$ cat src/ccr_regs.svh
// Register map constants for the converter configuration register bank
// ============================================================
`ifndef CCR_REGS_SVH
`define CCR_REGS_SVH

// ============================================================
// Offsets
`define CCR_ADDR_PORT_CFG    13'h0000
`define CCR_ADDR_PART_ID     13'h0001
`define CCR_ADDR_GRADE       13'h0002
`define CCR_ADDR_SEL_UPPER   13'h0004
`define CCR_ADDR_SEL_LOWER   13'h0005
`define CCR_ADDR_OP_MODE     13'h0008
`define CCR_ADDR_CLK_CTRL    13'h0009
`define CCR_ADDR_FUNC_LAST   13'h002D
`define CCR_ADDR_UPDATE      13'h00FF

// ============================================================
// Reset values and writable masks
`define CCR_RST_PORT_CFG     8'h18
`define CCR_RST_SEL          8'h0F
`define CCR_RST_OP_MODE      8'h00
`define CCR_RST_CLK_CTRL     8'h01
`define CCR_MASK_PORT_ORDER  8'h42
`define CCR_MASK_SOFT_RST    8'h24
`define CCR_MASK_SEL_UPPER   8'h0F
`define CCR_MASK_SEL_LOWER   8'h3F
`define CCR_MASK_OP_MODE     8'h0F
`define CCR_MASK_CLK_CTRL    8'h01

// ============================================================
// Field positions
`define CCR_BIT_UPDATE       0
`define CCR_BIT_DCS          0
`define CCR_BIT_LNA_BYPASS   3
`define CCR_BIT_FCO          4
`define CCR_BIT_DCO          5
`define CCR_BIT_ORDER_HI     6
`define CCR_BIT_ORDER_LO     1
`define CCR_BIT_INSTR_READ   15
`define CCR_INSTR_LEN_LSB    13

`endif

$ cat src/ccr_pkg.sv
// Types shared by the configuration register bank modules
package ccr_pkg;

    typedef enum logic [1:0] {
        CCR_ST_INSTR,
        CCR_ST_WRITE,
        CCR_ST_READ,
        CCR_ST_DONE
    } ccr_state_e;

    typedef struct packed {
        logic        sclk_rise;
        logic        sclk_fall;
        logic        cs_active;
        logic        sdata;
    } ccr_pins_s;

    typedef struct packed {
        logic        en;
        logic [12:0] addr;
        logic [7:0]  data;
    } ccr_wr_s;

endpackage : ccr_pkg

$ cat src/ccr_config_regs.sv
// Converter configuration register bank behind the three-wire serial port
`timescale 1ns/100ps
`include "ccr_regs.svh"
module ccr_config_regs
    import ccr_pkg::*;
#(
    parameter logic [7:0] PART_ID       = 8'h5A,  // Arbitrary value
    parameter logic [1:0] GRADE_VARIANT = 2'h3    // Arbitrary value
) (
    input  wire logic       core_clk_i,
    input  wire logic       rst_i,
    input  wire logic       sclk_i,
    input  wire logic       csb_n_i,
    input  wire logic       sdio_i,
    output logic            sdio_o,
    output logic            sdio_drive_n_o,
    output logic            lsb_first_o,
    output logic [7:0]      chan_data_en_o,
    output logic            frame_clock_output_lane_o,
    output logic            data_clock_output_lane_o,
    output logic            lna_bypass_o,
    output logic [2:0]      op_mode_o,
    output logic            dcs_en_o
);

    // ============================================================
    // Helpers
    function automatic logic [7:0] rev8(input logic [7:0] v);
        logic [7:0] r;
        for (int i = 0; i < 8; i++) begin
            r[i] = v[7 - i];
        end
        return r;
    endfunction : rev8

    function automatic logic mapped(input logic [12:0] a);
        return (a <= `CCR_ADDR_GRADE) || (a == `CCR_ADDR_SEL_UPPER) || (a == `CCR_ADDR_SEL_LOWER)
            || (a == `CCR_ADDR_UPDATE) || ((a >= `CCR_ADDR_OP_MODE) && (a <= `CCR_ADDR_FUNC_LAST));
    endfunction : mapped

    ccr_pins_s pins;

    ccr_pin_sync u_sync (
        .core_clk_i (core_clk_i),
        .rst_i      (rst_i),
        .sclk_i     (sclk_i),
        .csb_n_i    (csb_n_i),
        .sdio_i     (sdio_i),
        .pins_o     (pins)
    );

    // ============================================================
    // Register file state
    logic [7:0] port_cfg;
    logic [7:0] sel_hi_m;
    logic [7:0] sel_lo_m;
    logic [7:0] sel_hi;
    logic [7:0] sel_lo;
    logic [7:0] op_mode;
    logic [7:0] clk_ctrl;
    logic       upd_pend;
    logic [7:0] next_port_cfg;
    logic [7:0] next_sel_hi_m;
    logic [7:0] next_sel_lo_m;
    logic [7:0] next_sel_hi;
    logic [7:0] next_sel_lo;
    logic [7:0] next_op_mode;
    logic [7:0] next_clk_ctrl;
    logic       next_upd_pend;
    logic       soft_rst;
    ccr_wr_s    wr;

    // ============================================================
    // Serial engine state
    ccr_state_e  state;
    logic [3:0]  bit_cnt;
    logic [14:0] shift_in;
    logic [12:0] addr;
    logic [1:0]  len;
    logic [1:0]  byte_cnt;
    logic [7:0]  rd_shift;
    logic        sdio_q;
    logic        drive_n;
    ccr_state_e  next_state;
    logic [3:0]  next_bit_cnt;
    logic [14:0] next_shift_in;
    logic [12:0] next_addr;
    logic [1:0]  next_len;
    logic [1:0]  next_byte_cnt;
    logic [7:0]  next_rd_shift;
    logic        next_sdio_q;
    logic        next_drive_n;

    logic        lsb;
    logic [15:0] word_in;
    logic [15:0] instr;
    logic [12:0] step_addr;
    logic [12:0] ld_addr;
    logic [7:0]  rd_byte;
    logic        ld_event;

    // Either mirrored copy selects the order, so a host using either order sets it
    // mirrored order bits
    assign lsb       = port_cfg[`CCR_BIT_ORDER_HI] | port_cfg[`CCR_BIT_ORDER_LO];
    assign word_in   = {shift_in, pins.sdata};
    assign instr     = lsb ? {rev8(word_in[7:0]), rev8(word_in[15:8])} : word_in;
    assign step_addr = lsb ? addr + 13'h0001 : addr - 13'h0001;
    assign ld_addr   = (state == CCR_ST_INSTR) ? instr[12:0] : step_addr;

    // ============================================================
    // Readback decode
    // three register groups
    always_comb begin
        rd_byte = 8'h00;
        case (ld_addr)
            `CCR_ADDR_PORT_CFG:  rd_byte = port_cfg;
            `CCR_ADDR_PART_ID:   rd_byte = PART_ID;
            `CCR_ADDR_GRADE:     rd_byte = {2'h0, GRADE_VARIANT, 4'h0};
            `CCR_ADDR_SEL_UPPER: rd_byte = sel_hi_m;
            `CCR_ADDR_SEL_LOWER: rd_byte = sel_lo_m;
            `CCR_ADDR_UPDATE:    rd_byte = {7'h00, upd_pend};
            `CCR_ADDR_OP_MODE:   rd_byte = op_mode;
            `CCR_ADDR_CLK_CTRL:  rd_byte = clk_ctrl;
            default:             rd_byte = 8'h00;
        endcase
    end

    // ============================================================
    // Serial frame engine
    always_comb begin
        next_state    = state;
        next_bit_cnt  = bit_cnt;
        next_shift_in = shift_in;
        next_addr     = addr;
        next_len      = len;
        next_byte_cnt = byte_cnt;
        next_rd_shift = rd_shift;
        next_sdio_q   = sdio_q;
        next_drive_n  = drive_n;
        wr            = '0;
        ld_event      = 1'b0;
        // Releasing select mid-byte drops the frame and waits for a new instruction
        if (!pins.cs_active) begin
            next_state   = CCR_ST_INSTR;
            next_bit_cnt = 4'h0;
            next_drive_n = 1'b1;
        end else if (pins.sclk_rise) begin
            next_shift_in = word_in[14:0];
            next_bit_cnt  = bit_cnt + 4'h1;
            case (state)
                CCR_ST_INSTR: begin
                    if (bit_cnt == 4'hF) begin
                        next_addr     = instr[12:0];
                        next_len      = instr[`CCR_INSTR_LEN_LSB +: 2];
                        next_byte_cnt = 2'h0;
                        next_bit_cnt  = 4'h0;
                        if (instr[`CCR_BIT_INSTR_READ]) begin
                            next_state    = CCR_ST_READ;
                            next_rd_shift = lsb ? rev8(rd_byte) : rd_byte;
                            ld_event      = 1'b1;
                        end else begin
                            next_state = CCR_ST_WRITE;
                        end
                    end
                end
                CCR_ST_WRITE, CCR_ST_READ: begin
                    if (bit_cnt[2:0] == 3'h7) begin
                        next_bit_cnt = 4'h0;
                        next_addr    = step_addr;
                        if (state == CCR_ST_WRITE) begin
                            wr.en   = 1'b1;
                            wr.addr = addr;
                            wr.data = lsb ? rev8(word_in[7:0]) : word_in[7:0];
                        end else begin
                            next_rd_shift = lsb ? rev8(rd_byte) : rd_byte;
                            ld_event      = 1'b1;
                        end
                        // Length code 3 streams until select is released
                        if (len != 2'h3 && byte_cnt == len) begin
                            next_state = CCR_ST_DONE;
                        end
                        next_byte_cnt = byte_cnt + 2'h1;
                    end
                end
                CCR_ST_DONE: next_bit_cnt = bit_cnt;
                default:     next_state = CCR_ST_INSTR;
            endcase
        end else if (pins.sclk_fall && state == CCR_ST_READ) begin
            next_sdio_q   = rd_shift[7];
            next_rd_shift = {rd_shift[6:0], 1'b0};
            next_drive_n  = 1'b0;
        end else if (pins.sclk_fall) begin
            next_drive_n = 1'b1;
        end
    end

    always_ff @(posedge core_clk_i) begin
        if (rst_i) begin
            state    <= CCR_ST_INSTR;
            bit_cnt  <= 4'h0;
            shift_in <= 15'h0000;
            addr     <= 13'h0000;
            len      <= 2'h0;
            byte_cnt <= 2'h0;
            rd_shift <= 8'h00;
            sdio_q   <= 1'b0;
            drive_n  <= 1'b1;
        end else begin
            state    <= next_state;
            bit_cnt  <= next_bit_cnt;
            shift_in <= next_shift_in;
            addr     <= next_addr;
            len      <= next_len;
            byte_cnt <= next_byte_cnt;
            rd_shift <= next_rd_shift;
            sdio_q   <= next_sdio_q;
            drive_n  <= next_drive_n;
        end
    end

    // ============================================================
    // Register writes
    // soft reset request
    assign soft_rst = wr.en && wr.addr == `CCR_ADDR_PORT_CFG && |(wr.data & `CCR_MASK_SOFT_RST);

    always_comb begin
        next_port_cfg = port_cfg;
        next_sel_hi_m = sel_hi_m;
        next_sel_lo_m = sel_lo_m;
        next_sel_hi   = sel_hi;
        next_sel_lo   = sel_lo;
        next_op_mode  = op_mode;
        next_clk_ctrl = clk_ctrl;
        next_upd_pend = 1'b0;
        if (upd_pend) begin
            next_sel_hi = sel_hi_m;
            next_sel_lo = sel_lo_m;
        end
        if (soft_rst) begin
            next_port_cfg = `CCR_RST_PORT_CFG;
            next_sel_hi_m = `CCR_RST_SEL;
            next_sel_lo_m = `CCR_RST_SEL;
            next_sel_hi   = `CCR_RST_SEL;
            next_sel_lo   = `CCR_RST_SEL;
            next_op_mode  = `CCR_RST_OP_MODE;
            next_clk_ctrl = `CCR_RST_CLK_CTRL;
        end else if (wr.en) begin
            case (wr.addr)
                `CCR_ADDR_PORT_CFG:  next_port_cfg = `CCR_RST_PORT_CFG | (wr.data & `CCR_MASK_PORT_ORDER);
                `CCR_ADDR_SEL_UPPER: next_sel_hi_m = wr.data & `CCR_MASK_SEL_UPPER;
                `CCR_ADDR_SEL_LOWER: next_sel_lo_m = wr.data & `CCR_MASK_SEL_LOWER;
                `CCR_ADDR_OP_MODE:   next_op_mode  = wr.data & `CCR_MASK_OP_MODE;
                `CCR_ADDR_CLK_CTRL:  next_clk_ctrl = wr.data & `CCR_MASK_CLK_CTRL;
                // set wins, cleared after one copy
                `CCR_ADDR_UPDATE:    next_upd_pend = wr.data[`CCR_BIT_UPDATE];
                default:             next_upd_pend = 1'b0;
            endcase
        end
    end

    always_ff @(posedge core_clk_i) begin
        if (rst_i) begin
            port_cfg <= `CCR_RST_PORT_CFG;
            sel_hi_m <= `CCR_RST_SEL;
            sel_lo_m <= `CCR_RST_SEL;
            sel_hi   <= `CCR_RST_SEL;
            sel_lo   <= `CCR_RST_SEL;
            op_mode  <= `CCR_RST_OP_MODE;
            clk_ctrl <= `CCR_RST_CLK_CTRL;
            upd_pend <= 1'b0;
        end else begin
            port_cfg <= next_port_cfg;
            sel_hi_m <= next_sel_hi_m;
            sel_lo_m <= next_sel_lo_m;
            sel_hi   <= next_sel_hi;
            sel_lo   <= next_sel_lo;
            op_mode  <= next_op_mode;
            clk_ctrl <= next_clk_ctrl;
            upd_pend <= next_upd_pend;
        end
    end

    // ============================================================
    // Outputs
    // lane enables from slave stage
    assign chan_data_en_o            = {sel_hi[3:0], sel_lo[3:0]};
    assign frame_clock_output_lane_o = sel_lo[`CCR_BIT_FCO];
    assign data_clock_output_lane_o  = sel_lo[`CCR_BIT_DCO];
    assign lsb_first_o               = port_cfg[`CCR_BIT_ORDER_HI];
    assign lna_bypass_o              = op_mode[`CCR_BIT_LNA_BYPASS];
    assign op_mode_o                 = op_mode[2:0];
    assign dcs_en_o                  = clk_ctrl[`CCR_BIT_DCS];
    assign sdio_o                    = sdio_q;
    assign sdio_drive_n_o            = drive_n;
endmodule : ccr_config_regs

$ cat src/ccr_pin_sync.sv
// Serial port pin synchroniser and clock edge detector
`timescale 1ns/100ps
module ccr_pin_sync
    import ccr_pkg::*;
(
    input  wire logic      core_clk_i,
    input  wire logic      rst_i,
    input  wire logic      sclk_i,
    input  wire logic      csb_n_i,
    input  wire logic      sdio_i,
    output ccr_pins_s      pins_o
);

    logic [2:0] meta;
    logic [2:0] sync;
    logic       sclk_d;
    logic [2:0] next_meta;
    logic [2:0] next_sync;
    logic       next_sclk_d;

    always_comb begin
        next_meta   = {sdio_i, csb_n_i, sclk_i};
        next_sync   = meta;
        next_sclk_d = sync[0];
    end

    // Idle levels: clock low, chip select released
    always_ff @(posedge core_clk_i) begin
        if (rst_i) begin
            meta   <= 3'h2;
            sync   <= 3'h2;
            sclk_d <= 1'b0;
        end else begin
            meta   <= next_meta;
            sync   <= next_sync;
            sclk_d <= next_sclk_d;
        end
    end

    always_comb begin
        pins_o.sclk_rise = sync[0] & ~sclk_d;
        pins_o.sclk_fall = ~sync[0] & sclk_d;
        pins_o.cs_active = ~sync[1];
        pins_o.sdata     = sync[2];
    end

endmodule : ccr_pin_sync

$ cat config.mk
export PLATFORM = sky130hd
export DESIGN_NAME = ccr_config_regs
export DESIGN_NICKNAME = d
export VERILOG_FILES = /design/src/ccr_pkg.sv /design/src/ccr_config_regs.sv /design/src/ccr_pin_sync.sv
export VERILOG_INCLUDE_DIRS = /design/src
export SDC_FILE = /design/constraint.sdc
export NUM_CORES = 1
export LEC_CHECK = 0
export ABC_AREA = 1
export BUFFER_PORTS_ARGS = -buffer_cell sky130_fd_sc_hd__buf_2
export CORE_AREA = 2 2 90 92
export CTS_BUF_LIST = sky130_fd_sc_hd__clkbuf_4
export CTS_CLUSTER_SIZE = 10
export DETAILED_ROUTE_END_ITERATION = 10
export DIE_AREA = 0 0 92 94
export GPL_TIMING_DRIVEN = 1
export PLACE_DENSITY = 0.81
export SETUP_SLACK_MARGIN = 0.02
export SLEW_MARGIN = 20
export SYNTH_ARGS = -nofsm -noshare
export SYNTH_HDL_FRONTEND = slang
export SYNTH_SLANG_ARGS = --single-unit
$ cat constraint.sdc
create_clock -name core_clk_i -period 2.7 [get_ports core_clk_i]
set_input_delay 0.27 -clock core_clk_i [delete_from_list [all_inputs] [get_ports core_clk_i]]
set_output_delay 0.27 -clock core_clk_i [all_outputs]
set_load 0.01 [all_outputs]
== Word-level counts from Yosys, hierarchy flattened ==
Index checks and enable logic that the tools add are counted.

* Bits of input ports: 5
* Memory bits (read-only): 0
* Register bits after elaboration: 83
* Latch bits: 0
* Memories: 0
* Memory bits (writable): 0
* Output and inout bits: 18
* Logic and storage cells: 123

* Div/mod/pow operators: 0
* Reductions and logical operators: 28
* Add/subtract/negate cells: 4
* Bitwise logic cells: 10
* Equality and inequality tests: 27
* Multiplexer cells: 34
* Order comparisons: 0
* $mul: 0
* Shift-type cells: 0

{| class="wikitable"
|+ Operator list
! operator !! number
|-
| 2-to-1 mux 22 bit || 5
|-
| 2-to-1 mux 8 bit || 8
|-
| case mux 7 bit (8 select lines) || 1
|-
| == test 13 x 3 -> 1 bit, second input constant || 4
|-
| == test 13 x 4 -> 1 bit, second input constant || 4
|-
| 2-to-1 mux 13 bit || 4
|-
| == test 13 x 8 -> 1 bit, second input constant || 2
|-
| logical NOT 13 bit || 2
|-
| case mux 13 bit (2 select lines) || 1
|-
| 2-to-1 mux 16 bit || 1
|-
| case mux 8 bit (2 select lines) || 1
|-
| AND reduction 2 bit || 8
|-
| adder 13 x 1 -> 13 bit, second input constant || 1
|-
| == test 13 x 1 -> 1 bit, second input constant || 1
|-
| == test 13 x 2 -> 1 bit, second input constant || 1
|-
| subtractor 13 x 1 -> 13 bit, second input constant || 1
|-
| 2-to-1 mux 2 bit || 6
|-
| AND reduction 5 bit || 2
|-
| inequality test 3 bit, second input constant || 3
|-
| 2-to-1 mux 4 bit || 2
|-
| case mux 2 bit (2 select lines) || 2
|-
| case mux 4 bit (2 select lines) || 1
|-
| OR reduction 2 bit || 4
|-
| NOT 1 bit || 7
|-
| other kinds (21) || 31
|}

== Longest topological paths before layout ==
Gate-level depths: netlist of run 1.

* Depth in word-level cells: 11
* Mapped depth: 24
* Gate-level depth less buffers: 22

== Modules after synthesis ==
Synthesis of run 1 repeated with hierarchy kept, for this count alone.

* Cells, all modules: 758
* Area total of the unflattened synthesis: 4878.4 um^2

{| class="wikitable"
|+ Modules (own cells, without submodules)
! module !! sequential area each (um^2) !! times used !! area an instance (um^2) !! cells each
|-
| ccr_config_regs || 1521.5 || 1 || 4659.5 || 731
|-
| ccr_pin_sync || 140.1 || 1 || 219.0 || 27
|}

== Least setup slack after synthesis of run 1 ==
Ideal clock, no wire load.

* Path kind: register -> register
* From: reg port_cfg[6]
* To: reg rd_shift[1]
* Path buffers: 2
* Cell stages (with the launch flop): 21
* Arrival time: 2395 ps
* Slack: 239 ps
* Period minus slack after synthesis: 2461 ps
* Library setup time: 66 ps
* Data required time: 2634 ps
* Path through: dfxtp_1 inv_2 nand2_2 buf_6 nand2_1 and2_1 ha_1 inv_1 nand2_1 nand3_2 nand2_1 nand2_1 nand2_1 xor2_1 nor2_1 nand3_1 nand2_1 buf_4 nand4_1 o21a_1 a21oi_2

* Cells in the longest elaborated chain, start to end: 10
* Elaborated cells between the ends (all ways): 22
* Those cells by class: eq/ne (8); mux (11); bitwise (1); reduce/logical (2)

{| class="wikitable"
|+ RTL lines
! item !! line !! RTL
|-
| start, declared || ccr_config_regs.sv:54 || <nowiki>logic [7:0] port_cfg;</nowiki>
|-
| start signal, assigned || ccr_config_regs.sv:263 || <nowiki>port_cfg <= `CCR_RST_PORT_CFG;</nowiki>
|-
| start signal, assigned || ccr_config_regs.sv:272 || <nowiki>port_cfg <= next_port_cfg;</nowiki>
|-
| OR 1 bit || ccr_config_regs.sv:104 || <nowiki>assign lsb = port_cfg[`CCR_BIT_ORDER_HI] | port_cfg[`CCR_BIT_ORDER_LO];</nowiki>
|-
| 2-to-1 mux 13 bit or 2-to-1 mux 16 bit (tied branches) || ccr_config_regs.sv:107, ccr_config_regs.sv:106 ||
|-
| 2-to-1 mux 13 bit || ccr_config_regs.sv:108 || <nowiki>assign ld_addr = (state == CCR_ST_INSTR) ? instr[12:0] : step_addr;</nowiki>
|-
| == test 13 x 4 -> 1 bit, or another cell as far along || ccr_config_regs.sv:115 || <nowiki>case (ld_addr)</nowiki>
|-
| case mux 7 bit (8 select lines) || ccr_config_regs.sv:115 ||
|-
| 2-to-1 mux 8 bit || ccr_config_regs.sv:159, ccr_config_regs.sv:175 ||
|-
| 2-to-1 mux 8 bit (on tied branches) || ccr_config_regs.sv:170, ccr_config_regs.sv:157 ||
|-
| 2-to-1 mux 8 bit (on tied branches) || ccr_config_regs.sv:167, ccr_config_regs.sv:152 ||
|-
| case mux 8 bit (2 select lines) || ccr_config_regs.sv:150 || <nowiki>case (state)</nowiki>
|-
| 2-to-1 mux 8 bit || ccr_config_regs.sv:147 || <nowiki>end else if (pins.sclk_rise) begin</nowiki>
|-
| end signal, assigned || ccr_config_regs.sv:215 || <nowiki>rd_shift <= next_rd_shift;</nowiki>
|-
| end, declared || ccr_config_regs.sv:81 || <nowiki>logic [7:0] rd_shift;</nowiki>
|}

Parallel ways exist; a longest one is shown, timed or not. The select of a mux whose other input is x is not followed.
A chain may end at the register's enable or synchronous reset.

== Final worst setup path of run 1 ==
* From: reg port_cfg[1]
* To: reg rd_shift[2]

* Cells in the longest elaborated chain, start to end: 10
* Elaborated cells between the ends (all ways): 22
* Those cells by class: eq/ne (8); mux (11); bitwise (1); reduce/logical (2)

{| class="wikitable"
|+ RTL lines
! item !! line
|-
| OR 1 bit * || ccr_config_regs.sv:104
|-
| 2-to-1 mux 13 bit or 2-to-1 mux 16 bit (tied branches) || ccr_config_regs.sv:107, ccr_config_regs.sv:106
|-
| 2-to-1 mux 13 bit || ccr_config_regs.sv:108
|-
| == test 13 x 4 -> 1 bit, or another cell as far along || ccr_config_regs.sv:115
|-
| case mux 7 bit (8 select lines) || ccr_config_regs.sv:115
|-
| 2-to-1 mux 8 bit || ccr_config_regs.sv:159, ccr_config_regs.sv:175
|-
| 2-to-1 mux 8 bit (on tied branches) || ccr_config_regs.sv:170, ccr_config_regs.sv:157
|-
| 2-to-1 mux 8 bit (on tied branches) || ccr_config_regs.sv:167, ccr_config_regs.sv:152
|-
| case mux 8 bit (2 select lines) || ccr_config_regs.sv:150
|-
| 2-to-1 mux 8 bit || ccr_config_regs.sv:147
|}

Every way passes the cells marked *; elsewhere a longest branch is shown, timed or not. The select of a mux whose other input is x is not followed.

==> results of run 1 <==
area by class of cell:
type / count / area (um^2)
clock buffer: 9 / 67.6
fill: 604 / 2000
sequential: 83 / 1670
tap: 102 / 128
multi-input combinational: 531 / 2890
clock inverter: 7 / 75.1
timing repair buffer: 53 / 455
inverter: 82 / 319
timing repair:
action | 4_1_cts | 5_1_grt
setup buffers | 0 | 11
hold endpoints to repair | 1 | 0
setup endpoints to repair | 0 | 10
hold buffers | 1 | 0
gates resized for setup | 0 | 70
cell usage after synthesis (all sizes together) (4+ instances only):
cell and instances:
a41oi 4, nand2 171, nor3 10, ha 7, o211ai 10, clkbuf 12, nor2 93, mux2i 9
dfxtp 83, nand4 12, o21ai 52, nand3 51, a211oi 4, nor4 5, or2 5, buf 14
inv 79, a21oi 72, a221oi 8, xor2 4
routing by layer:
layer,share of wire,up-vias
li1,-,2483
met3,0.090,58
met4,0.036,0
met5,0,-
met2,0.47,284
met1,0.40,2333
per-stage QoR:
stage / instances / worst slack (ns)
floorplan: 722 / 0.239
global placement: 835 / 0.194
detailed placement: 835 / 0.111
CTS: 852 / 0.0610
global route: 867 / -0.0844
finish: 867 / 0.0536
report_power, final:
part	switching, mW	internal [mW]	leakage (nW)
clock network	0.480	0.291	0.0763
registers	0.00498	1.23	0.673
logic	0.0660	0.0359	1.66
cell families (layout without fill, tap and decap cells):
kind of cell | count (synthesis) | in the layout
and+or+nand+nor | 350 | 350
AOI/OAI and AO/OA | 159 | 159
buffers and inverters | 108 | 151
DFF | 83 | 83
muxes | 9 | 9
adders and majority gates | 7 | 7
xor gates and xnor gates | 6 | 6
worst min-delay path, delay by kind of cell:
kind / cells / cell delay (ns)
buf+inv: 2 / 0.13
simple gates: 1 / 0.03
registers in the layout, summed over array words and instances (netlist names), 2 cells and up:
register     flops
op_mode          4
sel_hi_m         4
len              2
u_sync.sync      3
addr            13
state            2
bit_cnt          4
byte_cnt         2
sel_hi           4
shift_in        15
u_sync.meta      3
rd_shift         8
sel_lo           6
port_cfg         2
sel_lo_m         6
final timing paths:
check | to | slack (ns)
min | u_sync.meta[0] | 0.02
max reg2reg | rd_shift[2] | 0.05
max | rd_shift[2] | 0.05
min reg2reg | u_sync.sync[2] | 0.42
==> qor.yml, run 1 <==
crit_chain: "nor2_4, buf_6, buf_6, o21ai_0, nand2_2, nand2_1, nand2_1, nand2_1, nand3_1, nand2_1, nor2_1, nand3_1, nand2_4, clkbuf_16, nand3_1, nand3_1, nand2_1, nand3_1, nand2_1, inv_1"
crit_family: "simple AND/OR/NAND/NOR gates"
crit_top_cell: "nand2_1"
drv_slew: 0
synth_top_family_by_area: "simple AND/OR/NAND/NOR gates"
core_region_area_mm2: 0.00761
synth-adder-area-share: 0.0182
worst_pin_slew_ns: 0.660
drt_wl_total_mm: 13.9
grt_max_degree: 29
grt_usage: 0.303
hold_viol: 0
synthTopCellsByArea: "dfxtp_1 35%, nand2_1 13%, a21oi_1 7.4%, nor2_1 6.3%, inv_1 5.6%"
start_kind: "flop"
start_util: 0.633
finalNetCount: 772
r2r-start: "port_cfg[1]"
placed_area_mm2: 0.00504
synth.avg_cell_area_um2: 6.67
synthMuxAreaShare: 0.0187
dp_hpwl_mm: 9.42
drtAntennaViolNets: 0
fin_crit_sh: 0.980
synthFlopType: "dfxtp_1"
synth-xor-area-share: 0.0109
busiest_layer: "met2"
cts_tree: "done"
hp-class: "input port to flop"
cts_buffers: 9
fmax_mhz: 378
wl_per_cell_um: 16.0
arrival_ns: 3.04
die-height_um: 94
use_met1: 0.388
synth_compound_area_frac: 0.189
grt_pass1_wl_mm: 21.0
relSlewSlack: 0.560
diodes: 0
critPathMaxStageDelay_ns: 0.40
yosysWarnings: 0
vdd_drop_max_mv: 0.299
async_flop_share: 0
via_count: 5158
clk_pin_slew_ns: 0.16
worstSkewPairLatency_ns: 0.46
drt_pass1_iterations: 6
startpoint: "port_cfg[1]"
remaining_drc_errors: 0
fin_area_mm2: 0.00561
mostFrequentLayoutCells: "147 x nand2_1, 80 x dfxtp_1, 72 x nor2_1"
synthDistinctLibCells: 42
io_buffer_count: 22
ioPinCount: 23
netlist_instances: 722
grt.overflow.total: 0
crit_slowest_cell: "dfxtp_4"
syn_area_mm2: 0.00481
max-clock-path-buffers: 2
fp.dieW_um: 92
die-area_mm2: 0.00865
status: "completed"
min_period_ns: 2.65
grt_pass1_vias: 4485
final_common_cell: "nand2_1"
viasPerCell: 5.95
antenna_found_initial: 0
critPathKind: "flop to flop"
rows: 32
cts_max_level: 3
use_met2: 0.521
max_cap_violations: 0
grtUsageMet3: 0.0602
rsz0062_at_grt: "yes"
whs_ns: 0.0154
syn_nets: 734
seq_area_frac_synth: 0.345
skew_ns: 0.0272
drt_iter0_drc: 482
place.gp.congestion: 0.989
hp-start: "sclk_i"
min_path_cells: 3
critPathCaptureType: "flop"
path_buf_inv: 4
synth_edf_count: 0
clock_sinks: 83
clock-root-buffer: "clkbuf_4"
worst-path-stages: 20
ys_seq_elements: 83
required_ns: 3.09
final-setup-viol-count: 0
synth_top_cell_by_area: "dfxtp_1"
power.density_mw_per_mm2: 376
final_util: 0.737
synth-simple-area-share: 0.325
r2r_cells: 20
cp_max_fo: 7
netlist.area_leader.share: 0.345
leakagePower_nw: 2.41
power_mw: 2.11
fin_tns_setup_ns: 0
area_growth_syn_to_layout_pct: 16.4
layout-drive-gt1-share: 0.191
No activity file was read; power rests on OpenSTA's default activity.
==> inputs of run 2 (changes only) <==
- CORE_AREA: 2 2 90 92 -> 2 2 93 95
- DIE_AREA: 0 0 92 94 -> 0 0 95 97
- PLACE_DENSITY: 0.81 -> 0.77
==> run 2 against run 1 <==
  * Design area fell by 0.47%
  * Critical path depth fell by 2
  * Sequential share of layout area rose by 0.14 points
  * First-iteration DRC count rose by 3.3%
  * Routed wire length fell by 2.2%
  * Core utilization fell by 5.1 points
  * Total power rose by 1.9%
  * Sequential cell count did not move
  * Count of clock-buffer cells in the layout did not move
  * Global-route usage fell by 1.9 points
  * Critical path type unchanged
  * Largest power group unchanged
  * Highest routed layer unchanged
==> qor.yml, run 2 (same netlist as run 1, synthesis figures left out) <==
grt_pass1_vias: 4462  # was 4485
dp_slack_ns: 0.150  # was 0.111 ns
ioPinCount: 23  # unchanged
power_mw: 2.15  # was 2.11 mW
cts_tree: "done"  # unchanged
final.setup.worst_slack_ns: 0.0363  # was 0.0536 ns
vdd_drop_max_mv: 0.242  # was 0.299 mV
min_period_ns: 2.66  # was 2.65 ns
cts_buffers: 9  # unchanged
p_switching_uw: 584  # was 550 uW
cp_max_fo: 11  # was 7
wl_per_cell_um: 15.6  # was 16.0 um
drt_iter0_drc: 498  # was 482
final-setup-viol-count: 0  # unchanged
hp-class: "input port to flop"  # unchanged
grt_usage: 0.284  # was 0.303
crit_chain: "nor2_4, buf_6, nand2_1, nand2_2, nand2_1, nor2_2, nand2_1, nand2_1, nand2_1, nand2_1, nand2_1, nand2_2, nand3_4, nor2_4, nand3_1, nand4_1, nand2_1, a21oi_2"  # was nor2_4, buf_6, buf_6, o21ai_0, nand2_2, nand2_1, nand2_1, nand2_1, nand3_1, nand2_1, nor2_1, nand3_1, nand2_4, clkbuf_16, nand3_1, nand3_1, nand2_1, nand3_1, nand2_1, inv_1
io_buffer_count: 22  # unchanged
via_count: 5088  # was 5158
grt_max_degree: 29  # unchanged
crit_slowest_cell: "dfxtp_4"  # unchanged
grt_pass1_wl_mm: 21.0  # about the same
rows: 33  # was 32
start_util: 0.592  # was 0.633
final_cells: 868  # was 867
skew_ns: 0.0274  # was 0.0272 ns
crit_family: "simple AND/OR/NAND/NOR gates"  # unchanged
hold_viol: 0  # unchanged
critPathMaxStageDelay_ns: 0.39  # was 0.40 ns
reg_top3: "shift_in (15), addr (13), rd_shift (8)"  # unchanged
finalNetCount: 770  # was 772
clock_sinks: 83  # unchanged
die-height_um: 97  # was 94 um
power_frac_seq: 0.575  # was 0.586
layout-drive-gt1-share: 0.199  # was 0.191
n_fill_cell: 665  # was 604
drt_wl_total_mm: 13.6  # was 13.9 mm
max_cap_violations: 0  # unchanged
rsz0062_at_grt: "yes"  # unchanged
clk_pin_slew_ns: 0.17  # was 0.16 ns
fin_crit_sh: 0.987  # was 0.980
path_buf_inv: 1  # was 4
arrival_ns: 3.09  # was 3.04 ns
relSlewSlack: 0.570  # was 0.560
place.gp.congestion: 0.923  # was 0.989
start_kind: "flop"  # unchanged
largest_reg_flops: 15  # unchanged
core_region_area_mm2: 0.00813  # was 0.00761 mm^2
drtAntennaViolNets: 0  # unchanged
critPathKind: "flop to flop"  # unchanged
p_int_mw: 1.57  # was 1.56 mW
comb_power_share: 0.049  # was 0.048
worst_pin_slew_ns: 0.643  # was 0.660 ns
worstSkewPairLatency_ns: 0.48  # was 0.46 ns
diodes: 0  # unchanged
remaining_drc_errors: 0  # unchanged
clock-root-buffer: "clkbuf_4"  # unchanged
drv_slew: 0  # unchanged
required_ns: 3.13  # was 3.09 ns
status: "completed"  # unchanged
final_util: 0.686  # was 0.737
pwr-share-clk: 0.375  # was 0.365
final_common_cell: "nand2_1"  # unchanged
critPathCaptureType: "flop"  # unchanged
max-clock-path-buffers: 2  # unchanged
fp.dieW_um: 95  # was 92 um
grt.overflow.total: 0  # unchanged
r2r_slack_ns: 0.04  # was 0.05 ns
cts_max_level: 3  # unchanged
mostFrequentLayoutCells: "147 x nand2_1, 80 x dfxtp_1, 73 x nor2_1"  # was 147 x nand2_1, 80 x dfxtp_1, 72 x nor2_1
switching_share: 0.271  # was 0.261
dp_hpwl_mm: 9.37  # was 9.42 mm
leakagePower_nw: 2.38  # was 2.41 nW
dp_cells: 837  # was 835
viasPerCell: 5.86  # was 5.95
power.density_mw_per_mm2: 385  # was 376 mW/mm^2
fmax_mhz: 375  # was 378 MHz
regMostFlops: "shift_in"  # unchanged
crit_top_cell: "nand2_1"  # unchanged
antenna_found_initial: 0  # unchanged
drt_pass1_iterations: 5  # was 6
area_growth_syn_to_layout_pct: 15.9  # was 16.4%
die-area_mm2: 0.00922  # was 0.00865 mm^2
==> run 2: cell types whose count changed in the layout (fill, tap and decap cells not counted), sizes merged <==
cell	delta
clkinvlp	+2
clkbuf	-2
buf	-2
dlygate4sd3	+2
clkinv	-1
inv	-1
==> run 2: repair_timing <==
item | in CTS | in global routing
buffers inserted | 0 | 9
hold endpoints to repair | 3 | 0
resized for setup | 0 | 69
setup endpoints to repair | 0 | 33
hold buffers | 3 | 0
==> run 2: layout make-up <==
cell class	count	area (um^2)	area share
multi-input cells	531	2900	0.520
flip-flops and latches	83	1670	0.299
repair buffers	51	407	0.0729
inverters	82	317	0.0567
well taps	105	131	0.0235
clock inverters	7	86.3	0.0155
clock buffers	9	67.6	0.0121
==> run 2: power groups by stage <==
stage / logic, mW / registers (mW) / clock network, mW
global placement: 0.0817 / 1.27 / 0
global route: 0.116 / 1.24 / 0.858
finish: 0.106 / 1.24 / 0.807
detailed placement: 0.0835 / 1.27 / 0
floorplan: 0.0640 / 1.26 / 0
CTS: 0.0872 / 1.24 / 0.809
==> run 2: stage by stage <==
stage	area [um^2]	hold WS [ns]	TNS, ns
after CTS	5220	0.258	0
after detailed placement	5030	0.392	0
after global placement	5030	0.393	0
final	5580	0.266	0
after floorplan	4810	0.374	0
after global routing	5580	0.296	-1.04
==> run 2: path summary, 6_finish.rpt <==
path              cells past startpoint           start        endpoint
setup reg to reg                     18     port_cfg[1]     rd_shift[6]
setup / recovery                     18     port_cfg[1]     rd_shift[6]
hold / removal                        2           rst_i   u_sync.sclk_d
hold reg to reg                       1  u_sync.meta[1]  u_sync.sync[1]
==> run 2: metal layers <==
metal | GRT usage | vias up | part of all wire
met2 | 0.455 | 247 | 0.47
li1 | - | 2475 | -
met4 | 0.109 | 0 | 0.032
met3 | 0.0467 | 55 | 0.076
met5 | 0 | - | 0
met1 | 0.379 | 2311 | 0.42
==> inputs of run 3 (changes only) <==
- CORE_AREA: 2 2 93 95 -> 2 2 95 97
- DIE_AREA: 0 0 95 97 -> 0 0 97 99
- SETUP_SLACK_MARGIN: 0.02 -> 0.05
- clock period: 2.7 -> 2.25 ns (I/O delays scaled with it)
==> run 3 against run 2 <==
  * The flow now finishes with violations (setup timing)
  * Final cell count increased by 9.3%
  * Design area increased by 16%
  * Combinational power increased by 26%
  * Critical endpoint is now rd_shift[0]
==> qor.yml, run 3 (same netlist as run 1, synthesis figures left out) <==
status: "finished with violations"  # was completed
violations: "setup timing"
final_cells: 949  # was 868
drtAntennaViolNets: 0  # unchanged
grt_usage: 0.291  # was 0.284
min_period_ns: 2.63  # was 2.66 ns
fmax_mhz: 380  # was 375 MHz
worstSkewPairLatency_ns: 0.46  # was 0.48 ns
io_buffer_count: 22  # unchanged
hold_viol: 0  # unchanged
final-setup-viol-count: 8  # was 0
fin_tns_setup_ns: -2.65  # was 0 ns
hp-class: "input port to flop"  # unchanged
grt_pass1_vias: 5051  # was 4462
ioPinCount: 23  # unchanged
clk_pin_slew_ns: 0.15  # was 0.17 ns
required_ns: 2.63  # was 3.13 ns
use_met1: 0.368  # was 0.379
wl_per_cell_um: 16.0  # was 15.6 um
r2r_slack_ns: -0.38  # was 0.04 ns
remaining_drc_errors: 0  # unchanged
rsz0062_at_grt: "yes"  # unchanged
crit_end: "rd_shift[0]"  # was rd_shift[6]
regMostFlops: "shift_in"  # unchanged
core_region_area_mm2: 0.00855  # was 0.00813 mm^2
reg_top3: "shift_in (15), addr (13), rd_shift (8)"  # unchanged
finalNetCount: 848  # was 770
max_cap_violations: 0  # unchanged
drv_slew: 0  # unchanged
viasPerCell: 5.80  # was 5.86
antenna_found_initial: 0  # unchanged
worst_pin_slew_ns: 0.657  # was 0.643 ns
grtUsageMet3: 0.0355  # was 0.0467
relSlewSlack: 0.557  # was 0.570
r2r-start: "port_cfg[6]"  # was port_cfg[1]
start_util: 0.563  # was 0.592
final.setup.worst_slack_ns: -0.381  # was 0.0363 ns
grt.overflow.total: 0  # unchanged
layout-drive-gt1-share: 0.315  # was 0.199
drt_iter0_drc: 469  # was 498
cp_max_fo: 6  # was 11
r2r_cells: 18  # unchanged
dp_hpwl_mm: 10.1  # was 9.37 mm
hp-start: "rst_i"  # unchanged
via_count: 5505  # was 5088
use_met2: 0.507  # was 0.455
cts_max_level: 3  # unchanged
clock_sinks: 83  # unchanged
power.density_mw_per_mm2: 435  # was 385 mW/mm^2
diodes: 0  # unchanged
leakagePower_nw: 2.80  # was 2.38 nW
rows: 34  # was 33
mostFrequentLayoutCells: "136 x nand2_1, 90 x buf_4, 76 x dfxtp_1"  # was 147 x nand2_1, 80 x dfxtp_1, 73 x nor2_1
area_growth_syn_to_layout_pct: 34.2  # was 15.9%
fin_crit_sh: 1.17  # was 0.987
final_common_cell: "nand2_1"  # unchanged
dp_cells: 906  # was 837
grt_max_degree: 29  # unchanged
arrival_ns: 3.01  # was 3.09 ns
critPathCaptureType: "flop"  # unchanged
vdd_drop_max_mv: 0.336  # was 0.242 mV
dp_slack_ns: -0.315  # was 0.150 ns
start_kind: "flop"  # unchanged
drt_wl_total_mm: 15.2  # was 13.6 mm
skew_ns: 0.0184  # was 0.0274 ns
largest_reg_flops: 15  # unchanged
die-height_um: 99  # was 97 um
die-area_mm2: 0.00960  # was 0.00922 mm^2
startpoint: "port_cfg[6]"  # was port_cfg[1]
grt_pass1_wl_mm: 22.9  # was 21.0 mm
clock-root-buffer: "clkbuf_4"  # unchanged
cts_tree: "done"  # unchanged
timing.rr.end: "rd_shift[0]"  # was rd_shift[6]
fp.dieW_um: 97  # was 95 um
drt_pass1_iterations: 6  # was 5
critPathKind: "flop to flop"  # unchanged
place.gp.congestion: 0.977  # was 0.923
cts_buffers: 9  # unchanged
busiest_layer: "met2"  # unchanged
max-clock-path-buffers: 2  # unchanged
==> run 3: changes by cell type in the layout (fill, tap and decap cells not counted), moves of 5 or more <==
cell,change
buf_4,+71
nand2_2,+9
nand2_4,+5
nor2_4,+10
nor2_2,-5
nand2_1,-11
nand3_1,-7
nor2_1,-5
==> run 3: how the worst min path moves through the flow <==
stage          depth (start not counted)              to
2_1_floorplan                          1  u_sync.meta[1]
3_3_place_gp                           1  u_sync.sync[1]
3_5_place_dp                           2  u_sync.sync[0]
4_1_cts                                2  u_sync.meta[0]
5_1_grt                                2   u_sync.sclk_d
6_report                               2  u_sync.meta[0]
==> run 3: what timing repair did <==
action / 4_1_cts / 5_1_grt
hold endpoints to repair: 3 / 0
gates resized for setup: 31 / 89
endpoints found under the setup margin: 39 / 49
pin swaps: 20 / 38
buffers inserted: 5 / 14
hold buffers: 3 / 0
cloned: 3 / 2
==> run 3: per-layer routing <==
layer / vias up / share of wire
li1: 2622 / -
met1: 2500 / 0.41
met2: 313 / 0.48
met3: 70 / 0.083
met4: 0 / 0.031
met5: - / 0
==> run 3: final cells by class <==
class | instances | area [um^2]
multi-input cells | 534 | 3160
fillers | 590 | 2090
flip-flops and latches | 83 | 1680
repair buffers | 125 | 965
inverters | 82 | 327
well taps | 108 | 135
clock inverters | 7 | 128
clock buffers | 9 | 67.6
repair inverters | 1 | 7.51
==> run 3: report_power, final <==
group	switching, mW	internal, mW
combinational	0.0868	0.0469
sequential	0.00605	1.48
clock	0.610	0.582
==> run 3: critical path: stages (launching register included) <==
cell	delay, ns
dfxtp_4	0.39
nor2_4	0.21
nand2_2	0.08
and2_4	0.15
ha_4	0.16
inv_4	0.05
nand2_4	0.07
nand3_4	0.08
nand2_4	0.08
nand2_2	0.10
nand2_2	0.06
xor2_2	0.18
nor2_2	0.14
nand3_4	0.17
nand2_4	0.17
nand3_1	0.11
nand3_2	0.11
o21bai_1	0.08
a21oi_1	0.15
==> run 3: stage by stage <==
| step | hold WS, ns | utilization | total power [mW] | area, um^2 |
|---|---|---|---|---|
| after floorplan | 0.329 | - | 1.59 | 4850 |
| after global placement | 0.391 | 0.653 | 1.62 | 5590 |
| after detailed placement | 0.397 | 0.653 | 1.63 | 5590 |
| after CTS | 0.240 | 0.701 | 2.79 | 5990 |
| after global routing | 0.285 | 0.756 | 2.87 | 6460 |
| final | 0.250 | 0.756 | 2.81 | 6460 |
